`src/core/dbg_pkg.sv`:
```
// Constants, instruction codes and state types for the debug port.
// Assumes one system clock; all probe pins are sampled on it.
package dbg_pkg;
	// Instruction register
	localparam int         IR_W          = 4;
	localparam logic [3:0] IR_CAPTURE    = 4'h1;
	localparam logic [3:0] IR_BYPASS     = 4'hF;
	localparam logic [3:0] IR_CTRL       = 4'h1;
	localparam logic [3:0] IR_CMP        = 4'h2;
	localparam logic [3:0] IR_COMM       = 4'h3;
	localparam logic [3:0] IR_FLASH      = 4'h4;
	localparam logic [3:0] IR_ERASE      = 4'h5;
	// Data register lengths, shifted LSB first
	localparam int         DR_W          = 68;
	localparam int         CTRL_LEN      = 8;
	localparam int         COMM_LEN      = 33;
	localparam int         FLASH_LEN     = 33;
	// Control register fields
	localparam int         CTRL_CMD_LSB  = 0;
	localparam int         CTRL_MON_BIT  = 2;
	localparam logic [1:0] CMD_NONE      = 2'h0;
	localparam logic [1:0] CMD_HALT      = 2'h1;
	localparam logic [1:0] CMD_RUN       = 2'h2;
	localparam logic [1:0] CMD_STEP      = 2'h3;
	// Compare unit fields
	localparam int         N_CMP         = 2;
	localparam int         CMP_UNIT_BIT  = 0;
	localparam int         CMP_EN_BIT    = 1;
	localparam int         CMP_KIND_BIT  = 2;
	localparam int         CMP_DQ_BIT    = 3;
	localparam int         CMP_ADDR_LSB  = 4;
	localparam int         CMP_DATA_LSB  = 36;
	// Halt causes
	localparam logic [1:0] CAUSE_NONE    = 2'h0;
	localparam logic [1:0] CAUSE_BREAK   = 2'h1;
	localparam logic [1:0] CAUSE_WATCH   = 2'h2;
	localparam logic [1:0] CAUSE_REQ     = 2'h3;
	// Reset values
	localparam logic       MON_RST       = 1'b0;
	localparam logic [31:0] WORD_RST     = 32'h0000_0000;

	typedef enum logic [3:0] {
		TAP_RESET, TAP_IDLE, TAP_SEL_DR, TAP_CAP_DR, TAP_SHIFT_DR, TAP_EXIT1_DR,
		TAP_PAUSE_DR, TAP_EXIT2_DR, TAP_UPD_DR, TAP_SEL_IR, TAP_CAP_IR,
		TAP_SHIFT_IR, TAP_EXIT1_IR, TAP_PAUSE_IR, TAP_EXIT2_IR, TAP_UPD_IR
	} tap_e;

	typedef enum logic [1:0] {
		CORE_RUN, CORE_HALT, CORE_STEP
	} core_e;
endpackage

```
`src/core/dbg_port.sv`:
```
// Debug port: probe-facing test access port, core run/halt/step control,
// two compare units, monitor-mode data channel and flash readout lock.
// Assumes probe pins are asynchronous and much slower than sys_clk_i;
// core and flash interfaces are on sys_clk_i.
//
// How it works
// - Breakpoint, watchpoint or probe halt request stops the core.
// - Stopped core is held and isolated; probe still reaches state.
// - Probe can issue run, halt and single-step commands.
// - Two compare units, each a watchpoint or a breakpoint.
// - Breakpoint match may also require the fetched data value.
// - Monitor mode: a match raises an exception, core keeps running.
// - Monitor mode: probe and core exchange words without stopping code.
// - While locked, every probe flash read is refused.
// - Only the full erase command clears the lock, and blanks flash.
// - CPU reads the lock bit; it has no way to write it.
`timescale 1ns/1ps
module dbg_port (
	input  wire logic        sys_clk_i,
	input  wire logic        rst_n_i,
	input  wire logic        tck_i,
	input  wire logic        tms_i,
	input  wire logic        tdi_i,
	output logic             tdo_o,
	output logic             tdo_oe_n_o,
	input  wire logic        fetch_valid_i,
	input  wire logic [31:0] fetch_addr_i,
	input  wire logic [31:0] fetch_instr_i,
	input  wire logic        data_valid_i,
	input  wire logic [31:0] data_addr_i,
	input  wire logic [31:0] data_value_i,
	input  wire logic        instr_retire_i,
	output logic             core_halt_o,
	output logic             core_isolate_o,
	output logic             debug_exc_o,
	output logic [31:0]      comm_rx_data_o,
	output logic             comm_rx_valid_o,
	input  wire logic        comm_rx_ack_i,
	input  wire logic        comm_tx_valid_i,
	input  wire logic [31:0] comm_tx_data_i,
	output logic             comm_tx_full_o,
	output logic             flash_rd_req_o,
	output logic [31:0]      flash_rd_addr_o,
	input  wire logic        flash_rd_done_i,
	input  wire logic [31:0] flash_rd_data_i,
	output logic             flash_erase_req_o,
	input  wire logic        flash_erase_done_i,
	input  wire logic        lock_nv_i,
	input  wire logic        lock_program_i,
	output logic             cpu_lock_o
);
	// Pin synchronisers; the first stage feeds only the second
	logic [2:0] tck_sync_reg;
	logic [1:0] tms_sync_reg;
	logic [1:0] tdi_sync_reg;
	logic       tck_rise;
	logic       tck_fall;
	logic       tms_s;
	logic       tdi_s;

	always_ff @(posedge sys_clk_i or negedge rst_n_i) begin
		if (!rst_n_i) begin
			tck_sync_reg <= 3'h0;
			tms_sync_reg <= 2'h3;
			tdi_sync_reg <= 2'h0;
		end else begin
			tck_sync_reg <= {tck_sync_reg[1:0], tck_i};
			tms_sync_reg <= {tms_sync_reg[0], tms_i};
			tdi_sync_reg <= {tdi_sync_reg[0], tdi_i};
		end
	end

	assign tck_rise = tck_sync_reg[1] && !tck_sync_reg[2];
	assign tck_fall = !tck_sync_reg[1] && tck_sync_reg[2];
	assign tms_s    = tms_sync_reg[1];
	assign tdi_s    = tdi_sync_reg[1];

	// Standard controller walk
	function automatic dbg_pkg::tap_e tap_step(input dbg_pkg::tap_e s, input logic m);
		unique case (s)
			dbg_pkg::TAP_RESET:    tap_step = m ? dbg_pkg::TAP_RESET    : dbg_pkg::TAP_IDLE;
			dbg_pkg::TAP_IDLE:     tap_step = m ? dbg_pkg::TAP_SEL_DR   : dbg_pkg::TAP_IDLE;
			dbg_pkg::TAP_SEL_DR:   tap_step = m ? dbg_pkg::TAP_SEL_IR   : dbg_pkg::TAP_CAP_DR;
			dbg_pkg::TAP_CAP_DR:   tap_step = m ? dbg_pkg::TAP_EXIT1_DR : dbg_pkg::TAP_SHIFT_DR;
			dbg_pkg::TAP_SHIFT_DR: tap_step = m ? dbg_pkg::TAP_EXIT1_DR : dbg_pkg::TAP_SHIFT_DR;
			dbg_pkg::TAP_EXIT1_DR: tap_step = m ? dbg_pkg::TAP_UPD_DR   : dbg_pkg::TAP_PAUSE_DR;
			dbg_pkg::TAP_PAUSE_DR: tap_step = m ? dbg_pkg::TAP_EXIT2_DR : dbg_pkg::TAP_PAUSE_DR;
			dbg_pkg::TAP_EXIT2_DR: tap_step = m ? dbg_pkg::TAP_UPD_DR   : dbg_pkg::TAP_SHIFT_DR;
			dbg_pkg::TAP_UPD_DR:   tap_step = m ? dbg_pkg::TAP_SEL_DR   : dbg_pkg::TAP_IDLE;
			dbg_pkg::TAP_SEL_IR:   tap_step = m ? dbg_pkg::TAP_RESET    : dbg_pkg::TAP_CAP_IR;
			dbg_pkg::TAP_CAP_IR:   tap_step = m ? dbg_pkg::TAP_EXIT1_IR : dbg_pkg::TAP_SHIFT_IR;
			dbg_pkg::TAP_SHIFT_IR: tap_step = m ? dbg_pkg::TAP_EXIT1_IR : dbg_pkg::TAP_SHIFT_IR;
			dbg_pkg::TAP_EXIT1_IR: tap_step = m ? dbg_pkg::TAP_UPD_IR   : dbg_pkg::TAP_PAUSE_IR;
			dbg_pkg::TAP_PAUSE_IR: tap_step = m ? dbg_pkg::TAP_EXIT2_IR : dbg_pkg::TAP_PAUSE_IR;
			dbg_pkg::TAP_EXIT2_IR: tap_step = m ? dbg_pkg::TAP_UPD_IR   : dbg_pkg::TAP_SHIFT_IR;
			dbg_pkg::TAP_UPD_IR:   tap_step = m ? dbg_pkg::TAP_SEL_DR   : dbg_pkg::TAP_IDLE;
		endcase
	endfunction

	// Probe-side state
	dbg_pkg::tap_e             tap_reg, tap_next;
	logic [3:0]                ir_reg, ir_next, irs_reg, irs_next;
	logic [dbg_pkg::DR_W-1:0]  dr_reg, dr_next;
	logic                      tdo_reg, tdo_next, oe_n_reg, oe_n_next;
	logic                      upd;
	logic [1:0]                cmd;
	logic                      mon_reg, mon_next;
	logic [1:0]                cmp_en_reg, cmp_en_next, cmp_brk_reg, cmp_brk_next;
	logic [1:0]                cmp_dq_reg, cmp_dq_next;
	logic [31:0]               cmp_addr_reg [2], cmp_addr_next [2];
	logic [31:0]               cmp_data_reg [2], cmp_data_next [2];
	logic [dbg_pkg::CTRL_LEN-1:0] status;
	// Core and flash state
	dbg_pkg::core_e            core_reg, core_next;
	logic [1:0]                cause_reg, cause_next;
	logic                      exc_reg, exc_next;
	logic [31:0]               rx_reg, rx_next, tx_reg, tx_next;
	logic                      rxv_reg, rxv_next, txv_reg, txv_next;
	logic                      rd_req_reg, rd_req_next, refused_reg, refused_next;
	logic [31:0]               rd_addr_reg, rd_addr_next, rd_data_reg, rd_data_next;
	logic                      erase_reg, erase_next;
	logic                      lock_reg, lock_next, loaded_reg;
	logic [1:0]                hit;
	logic                      bp_any, wp_any;

	assign upd = tck_rise && (tap_reg == dbg_pkg::TAP_UPD_DR);
	// Short frames land at the top of the shift path, so fields sit above DR_W-CTRL_LEN
	assign cmd = (upd && ir_reg == dbg_pkg::IR_CTRL) ?
	             dr_reg[dbg_pkg::DR_W-dbg_pkg::CTRL_LEN+dbg_pkg::CTRL_CMD_LSB +: 2] :
	             dbg_pkg::CMD_NONE;
	assign status = {core_reg == dbg_pkg::CORE_HALT, core_reg == dbg_pkg::CORE_STEP, mon_reg,
	                 lock_reg, rxv_reg, txv_reg, cause_reg};

	// Controller, shift paths and configuration writes from the probe
	always_comb begin
		tap_next      = tap_reg;
		ir_next       = ir_reg;
		irs_next      = irs_reg;
		dr_next       = dr_reg;
		tdo_next      = tdo_reg;
		oe_n_next     = oe_n_reg;
		mon_next      = mon_reg;
		cmp_en_next   = cmp_en_reg;
		cmp_brk_next  = cmp_brk_reg;
		cmp_dq_next   = cmp_dq_reg;
		cmp_addr_next = cmp_addr_reg;
		cmp_data_next = cmp_data_reg;
		if (tck_rise) begin
			tap_next = tap_step(tap_reg, tms_s);
			unique case (tap_reg)
				dbg_pkg::TAP_RESET:    ir_next  = dbg_pkg::IR_BYPASS;
				dbg_pkg::TAP_CAP_IR:   irs_next = dbg_pkg::IR_CAPTURE;
				dbg_pkg::TAP_SHIFT_IR: irs_next = {tdi_s, irs_reg[3:1]};
				dbg_pkg::TAP_UPD_IR:   ir_next  = irs_reg;
				dbg_pkg::TAP_SHIFT_DR: dr_next  = {tdi_s, dr_reg[dbg_pkg::DR_W-1:1]};
				dbg_pkg::TAP_CAP_DR: begin
					unique case (ir_reg)
						dbg_pkg::IR_CTRL: begin
							dr_next = '0;
							dr_next[dbg_pkg::CTRL_LEN-1:0] = status;
						end
						dbg_pkg::IR_COMM: begin
							dr_next = '0;
							dr_next[32:0] = {txv_reg, tx_reg};
						end
						dbg_pkg::IR_FLASH: begin
							dr_next = '0;
							dr_next[32:0] = {refused_reg, rd_data_reg};
						end
						default:           dr_next = '0;
					endcase
				end
				default: ;
			endcase
		end
		// Captured bit goes out on the falling probe clock edge
		if (tck_fall) begin
			tdo_next  = (tap_reg == dbg_pkg::TAP_SHIFT_IR) ? irs_reg[0] : dr_reg[0];
			oe_n_next = !(tap_reg == dbg_pkg::TAP_SHIFT_IR || tap_reg == dbg_pkg::TAP_SHIFT_DR);
		end
		if (upd && ir_reg == dbg_pkg::IR_CTRL) begin
			mon_next = dr_reg[dbg_pkg::DR_W-dbg_pkg::CTRL_LEN+dbg_pkg::CTRL_MON_BIT];
		end
		// Unit select is the lowest field of the compare word
		if (upd && ir_reg == dbg_pkg::IR_CMP) begin
			for (int u = 0; u < dbg_pkg::N_CMP; u++) begin
				if (dr_reg[dbg_pkg::CMP_UNIT_BIT] == u[0]) begin
					cmp_en_next[u]   = dr_reg[dbg_pkg::CMP_EN_BIT];
					cmp_brk_next[u]  = dr_reg[dbg_pkg::CMP_KIND_BIT];
					cmp_dq_next[u]   = dr_reg[dbg_pkg::CMP_DQ_BIT];
					cmp_addr_next[u] = dr_reg[dbg_pkg::CMP_ADDR_LSB +: 32];
					cmp_data_next[u] = dr_reg[dbg_pkg::CMP_DATA_LSB +: 32];
				end
			end
		end
	end

	always_ff @(posedge sys_clk_i or negedge rst_n_i) begin
		if (!rst_n_i) begin
			tap_reg      <= dbg_pkg::TAP_RESET;
			ir_reg       <= dbg_pkg::IR_BYPASS;
			irs_reg      <= dbg_pkg::IR_CAPTURE;
			dr_reg       <= '0;
			tdo_reg      <= 1'b0;
			oe_n_reg     <= 1'b1;
			mon_reg      <= dbg_pkg::MON_RST;
			cmp_en_reg   <= 2'h0;
			cmp_brk_reg  <= 2'h0;
			cmp_dq_reg   <= 2'h0;
			cmp_addr_reg <= '{dbg_pkg::WORD_RST, dbg_pkg::WORD_RST};
			cmp_data_reg <= '{dbg_pkg::WORD_RST, dbg_pkg::WORD_RST};
		end else begin
			tap_reg      <= tap_next;
			ir_reg       <= ir_next;
			irs_reg      <= irs_next;
			dr_reg       <= dr_next;
			tdo_reg      <= tdo_next;
			oe_n_reg     <= oe_n_next;
			mon_reg      <= mon_next;
			cmp_en_reg   <= cmp_en_next;
			cmp_brk_reg  <= cmp_brk_next;
			cmp_dq_reg   <= cmp_dq_next;
			cmp_addr_reg <= cmp_addr_next;
			cmp_data_reg <= cmp_data_next;
		end
	end

	// Two compare units
	for (genvar g = 0; g < dbg_pkg::N_CMP; g++) begin : g_cmp
		dbg_compare u_cmp (
			.en_i         (cmp_en_reg[g]),
			.is_break_i   (cmp_brk_reg[g]),
			.data_qual_i  (cmp_dq_reg[g]),
			.cmp_addr_i   (cmp_addr_reg[g]),
			.cmp_data_i   (cmp_data_reg[g]),
			.fetch_valid_i(fetch_valid_i),
			.fetch_addr_i (fetch_addr_i),
			.fetch_instr_i(fetch_instr_i),
			.data_valid_i (data_valid_i),
			.data_addr_i  (data_addr_i),
			.data_value_i (data_value_i),
			.hit_o        (hit[g])
		);
	end
	assign bp_any = |(hit & cmp_brk_reg);
	assign wp_any = |(hit & ~cmp_brk_reg);

	// Core control, data channel, flash reads and lock
	always_comb begin
		core_next    = core_reg;
		cause_next   = cause_reg;
		exc_next     = 1'b0;
		rx_next      = rx_reg;
		tx_next      = tx_reg;
		rxv_next     = rxv_reg;
		txv_next     = txv_reg;
		rd_req_next  = rd_req_reg;
		rd_addr_next = rd_addr_reg;
		rd_data_next = rd_data_reg;
		refused_next = refused_reg;
		erase_next   = erase_reg;
		lock_next    = lock_reg;
		unique case (core_reg)
			dbg_pkg::CORE_RUN: begin
				if (cmd == dbg_pkg::CMD_HALT) begin
					core_next  = dbg_pkg::CORE_HALT;
					cause_next = dbg_pkg::CAUSE_REQ;
				end else if ((bp_any || wp_any) && mon_reg) begin
					exc_next = 1'b1;
				end else if (bp_any || wp_any) begin
					core_next  = dbg_pkg::CORE_HALT;
					cause_next = bp_any ? dbg_pkg::CAUSE_BREAK : dbg_pkg::CAUSE_WATCH;
				end
			end
			dbg_pkg::CORE_HALT: begin
				if (cmd == dbg_pkg::CMD_RUN) begin
					core_next  = dbg_pkg::CORE_RUN;
					cause_next = dbg_pkg::CAUSE_NONE;
				end else if (cmd == dbg_pkg::CMD_STEP) begin
					core_next = dbg_pkg::CORE_STEP;
				end
			end
			dbg_pkg::CORE_STEP: begin
				if (instr_retire_i) begin
					core_next = dbg_pkg::CORE_HALT;
				end
			end
			default: core_next = dbg_pkg::CORE_HALT;
		endcase
		// Channel flags: a new probe word beats an rx ack in the same cycle; tx takes a word only when empty
		if (comm_rx_ack_i) begin
			rxv_next = 1'b0;
		end
		if (upd && ir_reg == dbg_pkg::IR_COMM && dr_reg[dbg_pkg::DR_W-1]) begin
			rx_next  = dr_reg[dbg_pkg::DR_W-2 -: 32];
			rxv_next = 1'b1;
		end
		if (tck_rise && tap_reg == dbg_pkg::TAP_CAP_DR && ir_reg == dbg_pkg::IR_COMM) begin
			txv_next = 1'b0;
		end
		if (comm_tx_valid_i && !txv_reg) begin
			tx_next  = comm_tx_data_i;
			txv_next = 1'b1;
		end
		// Readout; a lock refuses before any request reaches flash
		if (flash_rd_done_i && rd_req_reg) begin
			rd_req_next  = 1'b0;
			rd_data_next = flash_rd_data_i;
		end
		if (upd && ir_reg == dbg_pkg::IR_FLASH && !rd_req_reg) begin
			refused_next = lock_reg;
			rd_req_next  = !lock_reg;
			rd_addr_next = dr_reg[dbg_pkg::DR_W-2 -: 32];
			if (lock_reg) begin
				rd_data_next = dbg_pkg::WORD_RST;
			end
		end
		// Whole erase is the only path that lowers the lock
		if (upd && ir_reg == dbg_pkg::IR_ERASE && dr_reg[dbg_pkg::DR_W-1]) begin
			erase_next = 1'b1;
		end
		if (!loaded_reg) begin
			lock_next = lock_nv_i;
		end else if (erase_reg && flash_erase_done_i) begin
			erase_next = 1'b0;
			lock_next  = 1'b0;
		end else if (lock_program_i) begin
			lock_next = 1'b1;
		end
	end

	always_ff @(posedge sys_clk_i or negedge rst_n_i) begin
		if (!rst_n_i) begin
			core_reg    <= dbg_pkg::CORE_RUN;
			cause_reg   <= dbg_pkg::CAUSE_NONE;
			exc_reg     <= 1'b0;
			rx_reg      <= dbg_pkg::WORD_RST;
			tx_reg      <= dbg_pkg::WORD_RST;
			rxv_reg     <= 1'b0;
			txv_reg     <= 1'b0;
			rd_req_reg  <= 1'b0;
			rd_addr_reg <= dbg_pkg::WORD_RST;
			rd_data_reg <= dbg_pkg::WORD_RST;
			refused_reg <= 1'b0;
			erase_reg   <= 1'b0;
			lock_reg    <= 1'b1; // Safe until the stored bit is loaded
			loaded_reg  <= 1'b0;
		end else begin
			core_reg    <= core_next;
			cause_reg   <= cause_next;
			exc_reg     <= exc_next;
			rx_reg      <= rx_next;
			tx_reg      <= tx_next;
			rxv_reg     <= rxv_next;
			txv_reg     <= txv_next;
			rd_req_reg  <= rd_req_next;
			rd_addr_reg <= rd_addr_next;
			rd_data_reg <= rd_data_next;
			refused_reg <= refused_next;
			erase_reg   <= erase_next;
			lock_reg    <= lock_next;
			loaded_reg  <= 1'b1;
		end
	end

	// Outputs; halt and isolation share one state
	assign tdo_o             = tdo_reg;
	assign tdo_oe_n_o        = oe_n_reg;
	assign core_halt_o       = (core_reg == dbg_pkg::CORE_HALT);
	assign core_isolate_o    = (core_reg == dbg_pkg::CORE_HALT);
	assign debug_exc_o       = exc_reg;
	assign comm_rx_data_o    = rx_reg;
	assign comm_rx_valid_o   = rxv_reg;
	assign comm_tx_full_o    = txv_reg;
	assign flash_rd_req_o    = rd_req_reg;
	assign flash_rd_addr_o   = rd_addr_reg;
	assign flash_erase_req_o = erase_reg;
	assign cpu_lock_o        = lock_reg;
endmodule

```
`src/core/dbg_compare.sv`:
```
// One address/data compare unit, watchpoint or breakpoint.
// Assumes fetch and data buses are on the system clock and valid for one cycle.
`timescale 1ns/1ps
module dbg_compare (
	input  wire logic        en_i,
	input  wire logic        is_break_i,
	input  wire logic        data_qual_i,
	input  wire logic [31:0] cmp_addr_i,
	input  wire logic [31:0] cmp_data_i,
	input  wire logic        fetch_valid_i,
	input  wire logic [31:0] fetch_addr_i,
	input  wire logic [31:0] fetch_instr_i,
	input  wire logic        data_valid_i,
	input  wire logic [31:0] data_addr_i,
	input  wire logic [31:0] data_value_i,
	output logic             hit_o
);
	logic bp_hit;
	logic wp_hit;

	// Breakpoint on fetch, optionally qualified by the fetched word
	assign bp_hit = fetch_valid_i && (fetch_addr_i == cmp_addr_i) &&
	                (!data_qual_i || (fetch_instr_i == cmp_data_i));
	// Watchpoint on data access address
	assign wp_hit = data_valid_i && (data_addr_i == cmp_addr_i);
	// Kind selects which half counts
	assign hit_o  = en_i && (is_break_i ? bp_hit : wp_hit);
endmodule

```
`config.mk`:
```
export PLATFORM = sky130hd
export DESIGN_NAME = dbg_port
export DESIGN_NICKNAME = d
export VERILOG_FILES = /design/src/core/dbg_pkg.sv /design/src/core/dbg_port.sv /design/src/core/dbg_compare.sv
export SDC_FILE = /design/constraint.sdc
export NUM_CORES = 1
export LEC_CHECK = 0
export ABC_CLOCK_PERIOD_IN_PS = 2900
export BUFFER_PORTS_ARGS = -buffer_cell sky130_fd_sc_hd__buf_2
export CAP_MARGIN = 20
export CORE_MARGIN = 5
export CORE_UTILIZATION = 50
export DETAILED_ROUTE_END_ITERATION = 10
export PLACE_DENSITY = 0.69
export SLEW_MARGIN = 20
export SYNTH_ARGS = -nofsm -noshare
export SYNTH_HDL_FRONTEND = slang
export SYNTH_SLANG_ARGS = --single-unit
```
`constraint.sdc`:
```
create_clock -name sys_clk_i -period 2.9 [get_ports sys_clk_i]
set_input_delay 0.29 -clock sys_clk_i [delete_from_list [all_inputs] [get_ports sys_clk_i]]
set_output_delay 0.29 -clock sys_clk_i [all_outputs]
set_load 0.02 [all_outputs]
```
* Word-level counts from Yosys, hierarchy flattened
Cells that the tools add are included.
** Storage, ports and cells
- Bits of input ports :: 206
- Logic and storage cells :: 185
- Output and inout port bits :: 74
- Register bits :: 364
** Operators by class
- Reduce and logical (&&, ||, !) cells :: 58
- Bitwise operators :: 4
- Eq/ne operators :: 37
- Muxes and demuxes :: 52
** Operators by type and width (count)
- $eq A32 B32 Y1 :: 6
- $pmux W68 S2 :: 1
- $pmux W33 S3 :: 1
- $mux W32 :: 3
- $pmux W4 S12 :: 1
- $eq A4 B4 Y1 const B :: 8
- $mux W2 :: 15
- $logic_and A1 B1 Y1 :: 25
- $eq A4 B3 Y1 const B :: 6
- $mux W1 :: 21
- $eq A4 B2 Y1 const B :: 4
- $mux W4 :: 4
- $pmux W4 S2 :: 2
- $reduce_bool A2 Y1 :: 7
- $reduce_and A2 Y1 :: 5
- $eq A4 B1 Y1 const B :: 2
- $logic_not A1 Y1 :: 8
- $reduce_and A4 Y1 :: 2
- $reduce_or A2 Y1 :: 4
- $eq A2 B2 Y1 const B :: 3
- $mux W3 :: 2
- $ne A3 B3 Y1 const B :: 2
- $pmux W2 S3 :: 1
- $and A2 B2 Y2 :: 2
- other kinds (12) :: 16

* Logic depth before layout (Yosys ltp)
- Word-level depth :: 12
- Mapped depth :: 10
- Depth with buffers taken out :: 7

* Modules after synthesis
A second synthesis with hierarchy kept.
** Unflattened totals
- Cell total of the unflattened synthesis :: 1414
- Area, all modules :: 16891.2 um2
** Modules (own cells, without submodules)
- dbg_port :: cells an instance 1150, instances 1, area an instance 14769.2 um2, sequential area each 9120.0 um2
- dbg_compare :: cells an instance 132, instances 2, area an instance 1061.0 um2, sequential area each 0.0 um2

* Worst setup path before layout
No wires, ideal clock.
- Kind :: reg-to-reg
- Start :: register tap_reg[0]
- End :: register cmp_data_reg[57] (netlist name)
- Stages on the path, launching flop included :: 10
- Setup time :: 0.128 ns
- Arrival :: 1.935 ns
- Data required time :: 2.772 ns
- Setup slack :: 0.838 ns
- Path through :: dfrtp_1 > buf_2 > nor2_2 > inv_2 > nor3_2 > and4b_1 > and2b_1 > buf_4 > buf_6 > mux2_1
** Between the ends
- Longest elaborated chain between the ends :: 4
** Ends and longest elaborated chain
- start: declaration :: line dbg_port.sv:101 : dbg_pkg::tap_e tap_reg, tap_next;
- start signal: assignment :: line dbg_port.sv:200 : tap_reg <= dbg_pkg::TAP_RESET;
- start signal: assignment :: line dbg_port.sv:213 : tap_reg <= tap_next;
- $eq A4 B4 Y1 :: line dbg_port.sv:126 : assign upd = tck_rise && (tap_reg == dbg_pkg::TAP_UPD_DR);
- $logic_and A1 B1 Y1 :: line dbg_port.sv:126
- $logic_and A1 B1 Y1 :: line dbg_port.sv:185 : if (upd && ir_reg == dbg_pkg::IR_CMP) begin
- $reduce_and A2 Y1 (no source line)
- end signal: assignment :: line dbg_port.sv:211 : cmp_data_reg <= '{dbg_pkg::WORD_RST, dbg_pkg::WORD_RST};
- end signal: assignment :: line dbg_port.sv:224 : cmp_data_reg <= cmp_data_next;
- end: declaration :: line dbg_port.sv:111 : logic [31:0] cmp_data_reg [2], cmp_data_next [2];
No other way between the ends.
A chain may end at the register's enable or synchronous reset.

* Worst setup path in the final report
- Start :: register cmp_addr_reg[54] (netlist name)
- End :: register core_reg[0]
** Between the ends
- Longest elaborated chain between the ends :: 11
- Elaborated cells on any way between the ends :: 16
- Classes of those cells :: 4 x eq/ne; 1 x mux; 2 x bitwise; 9 x reduce/logical
** Ends and longest elaborated chain
- start: declaration :: line dbg_port.sv:110 : logic [31:0] cmp_addr_reg [2], cmp_addr_next [2];
- start signal: assignment :: line dbg_port.sv:210 : cmp_addr_reg <= '{dbg_pkg::WORD_RST, dbg_pkg::WORD_RST};
- start signal: assignment :: line dbg_port.sv:223 : cmp_addr_reg <= cmp_addr_next;
- $eq A32 B32 Y1 :: line dbg_compare.sv:22 : assign bp_hit = fetch_valid_i && (fetch_addr_i == cmp_addr_i) &&
- $logic_and A1 B1 Y1 (2 in series) :: line dbg_compare.sv:22
- $mux W1 (*) :: line dbg_compare.sv:27 : assign hit_o = en_i && (is_break_i ? bp_hit : wp_hit);
- $logic_and A1 B1 Y1 (*) :: line dbg_compare.sv:27
- $and A2 B2 Y2, on equally long branches :: line dbg_port.sv:245, dbg_port.sv:246
- $reduce_or A2 Y1, on equally long branches :: line dbg_port.sv:245, dbg_port.sv:246
- $logic_or A1 B1 Y1 (*) :: line dbg_port.sv:268, dbg_port.sv:270
- $logic_and A1 B1 Y1 :: line dbg_port.sv:268 : end else if ((bp_any || wp_any) && mon_reg) begin
- $ne A3 B3 Y1 (no source line)
- $reduce_and A4 Y1 (no source line) (*)
- end signal: assignment :: line dbg_port.sv:334 : core_reg <= dbg_pkg::CORE_RUN;
- end signal: assignment :: line dbg_port.sv:349 : core_reg <= core_next;
- end: declaration :: line dbg_port.sv:114 : dbg_pkg::core_e core_reg, core_next;
Mark *: on every way between the ends. The rest lies on a longest branch, timed or not.

==> results.py <==
metrics = {
    "run_status": {
        "status": "finished clean",
    },
    "clocking": {
        "cts-root-buf": "clkbuf_16",
        "clock-sinks": 364,
        "cts-htree-levels": 2,
        "cts_buffers": 41,
        "clk_path_buf_depth": 3,
        "post-cts-setup-buffers": 0,
        "cts_resized": 0,
        "clkTransAtPathRegs_ns": 0.06,
        "clk_latency_ns": 0.54,
        "cts_tree": "done",
    },
    "logic_synthesis": {
        "synth_common_cells": "dfrtp_1, xor2_1, mux2_2",
        "yosys_warnings": 0,
        "yosysTopAreaCell": "dfrtp_1",
        "syn_area_per_cell_um2": 11.30,
        "synthFlopType": "dfrtp_1",
        "ys_top_cells_by_area": "dfrtp_1, mux2_2, xor2_1",
        "synth-seq-cells": 364,
        "synth_nets": 1727,
        "synthCells": 1521,
        "synth_cell_types": 62,
        "syn_area_um2": 17190,
        "synth-edff-count": 0,
        "ys_seq_area_share_pct": 53.06,
        "synthArstFlopShare_pct": 100.0,
        "yosys.cell_count.top_type": "dfrtp_1",
        "netlist.area_leader.share_pct": 51.68,
    },
    "critical_path": {
        "cp_max_fo": 3,
        "crit_required_ns": 3.37,
        "arrival_ns": 2.86,
        "start_kind": "register",
        "cp-end-kind": "register",
        "crit_type": "register to register",
    },
    "drt": {
        "vias": 12850,
        "drt_pass1_iterations": 6,
        "wirelength_um": 48500,
        "drc_errors": 0,
        "routedWlPerCell_um": 21.16,
        "first_iter_violations": 850,
        "vias_per_cell": 5.607,
        "ant_nets": 0,
    },
    "pwr": {
        "internal-power_w": 0.009652,
        "pwr-share-seq_pct": 45.4,
        "clock_power_share_pct": 41.5,
        "leakagePower_nw": 10.29,
        "ir_worst_vdd_mv": 0.5684,
        "powerDensity_nw_per_um2": 629.0,
        "p_sw_share_pct": 26.57,
        "combPwrFrac_pct": 13.0,
        "power_w": 0.01314,
        "p_switching_w": 0.003493,
    },
    "timing": {
        "clock.fmax_mhz": 417.3,
        "finalCriticalPeriod_ns": 2.396,
        "finalCritPeriodShare_pct": 82.64,
        "slew_headroom_pct": 57.16,
        "worstMarginPinSlew_ns": 0.6427,
        "drv_slew": 0,
        "setup_viol": 0,
        "setup_tns_ns": 0,
        "rsz0062_at_grt": "no",
        "skew_ns": 0.02553,
        "hold_viol": 0,
    },
    "placement": {
        "dpl.hpwl_um": 35310,
        "numPortBuffers": 247,
        "place_congestion": 0.9784,
    },
    "grt": {
        "grt_pass1_wl_um": 75620,
        "track_usage_pct": 25.11,
        "grt_max_degree": 81,
        "first_global_vias": 13080,
        "grt-ovfl-total": 0,
        "antenna_found_initial": 1,
    },
    "floorplan": {
        "core.rowCount": 68,
        "die_h_um": 195.4,
        "chipWidth_um": 195.4,
        "core_um2": 34200,
        "die-area_um2": 38190,
        "ios": 280,
        "initial_utilization_pct": 50.26,
    },
    "layout": {
        "nets": 2012,
        "drive_above_1_share_pct": 29.36,
        "largest_register_ffs": 68,
        "synthToLayoutAreaGrowth_pct": 21.58,
    },
    "min_path": {
        "hold_class": "primary input to register",
    },
    "run": {
        "max_cap_viol_count": 0,
    },
}
==> metrics by stage <==
step / area, um^2 / setup WS [ns] / instances / util, % / hold WS, ns
2_1_floorplan: 17190 / 0.8375 / 1521 / - / -0.005591
3_3_place_gp: 18940 / 0.6191 / 2166 / 55.37 / 0.3185
3_5_place_dp: 18940 / 0.5698 / 2166 / 55.37 / 0.3279
4_1_cts: 20900 / 0.5452 / 2291 / 61.10 / 0.0004829
5_1_grt: 20900 / 0.4338 / 2291 / 61.10 / 0.01557
6_report: 20900 / 0.5035 / 2292 / 61.10 / 0.01387
==> final timing paths <==
check,start,to,slack (ns),cells past startpoint
setup / recovery,cmp_addr_reg[54],core_reg[0],0.50,7
hold / removal,flash_rd_data_i[3],rd_data_reg[3],0.01,3
setup reg to reg,cmp_addr_reg[54],core_reg[0],0.50,7
hold reg to reg,tdi_sync_reg[0],tdi_sync_reg[1],0.35,0
max in group asynchronous,rst_n_i,tx_reg[18],1.71,3
min in group asynchronous,rst_n_i,comm_rx_data_o[24],0.35,2
==> timing repair <==
action | in CTS | in global routing
hold endpoints to repair | 119 | 0
setup endpoints to repair | 0 | 0
hold buffers | 52 | 0
==> metal layers <==
layer	up-vias	global-route usage, %	wire (um)
met4	0	5.870	1128
met1	6418	37.27	21980
met5	-	0	0
met3	76	4.279	3228
li1	5940	-	-
met2	418	38.97	22160
==> placed cells by master (no fill, tap or decap), types with 8 or more instances in the layout <==
cell and count:
nor2_1 67, dfrtp_1 355, dfstp_2 9, xnor2_1 17, clkbuf_16 42, dlygate4sd3_1 52
mux2_1 60, nor4_1 61, a21oi_1 71, buf_12 8, nand3_1 44, xor2_1 177
a221oi_1 9, o21ai_0 85, o31ai_1 9, nand4_1 20, buf_4 19, nand2_1 167
a22oi_1 25, mux2_2 175, buf_2 246, clkbuf_1 8
==> kinds of logic after synthesis <==
kind of cell	after synthesis	synth area share (%)
AND/OR/NAND/NOR	409	11.42
AO/OA/AOI/OAI	225	7.672
flip-flops	364	53.06
buffers and inverters	92	2.490
other	1	0.02182
multiplexers	236	15.45
XOR/XNOR	194	9.885
==> worst max-delay path, cell delays in order, from the launching register on <==
cell	delay, ns
dfrtp_1	0.41
xnor2_1	0.31
nand2_1	0.11
or4_1	0.53
nor4_1	0.34
a32oi_1	0.30
a21oi_1	0.21
o21a_1	0.12
==> layout make-up <==
class / count / area, um^2
clock buffer: 57 / 1177
timing repair buffer: 326 / 2069
tap: 455 / 569.3
antenna: 1 / 2.502
multi-input combinational: 1065 / 7670
sequential: 364 / 9120
fill: 2788 / 13300
inverter: 8 / 30.03
clock inverter: 16 / 260.3
==> power by group through the flow <==
| stage | registers (W) | logic, W | clock network (W) |
|---|---|---|---|
| 2_1_floorplan | 0.00583 | 0.00111 | 0 |
| 3_3_place_gp | 0.00603 | 0.00160 | 0 |
| 3_5_place_dp | 0.00605 | 0.00165 | 0 |
| 4_1_cts | 0.00596 | 0.00171 | 0.00558 |
| 5_1_grt | 0.00603 | 0.00189 | 0.00580 |
| 6_report | 0.00597 | 0.00171 | 0.00546 |
No activity file was read; power rests on OpenSTA's default activity.
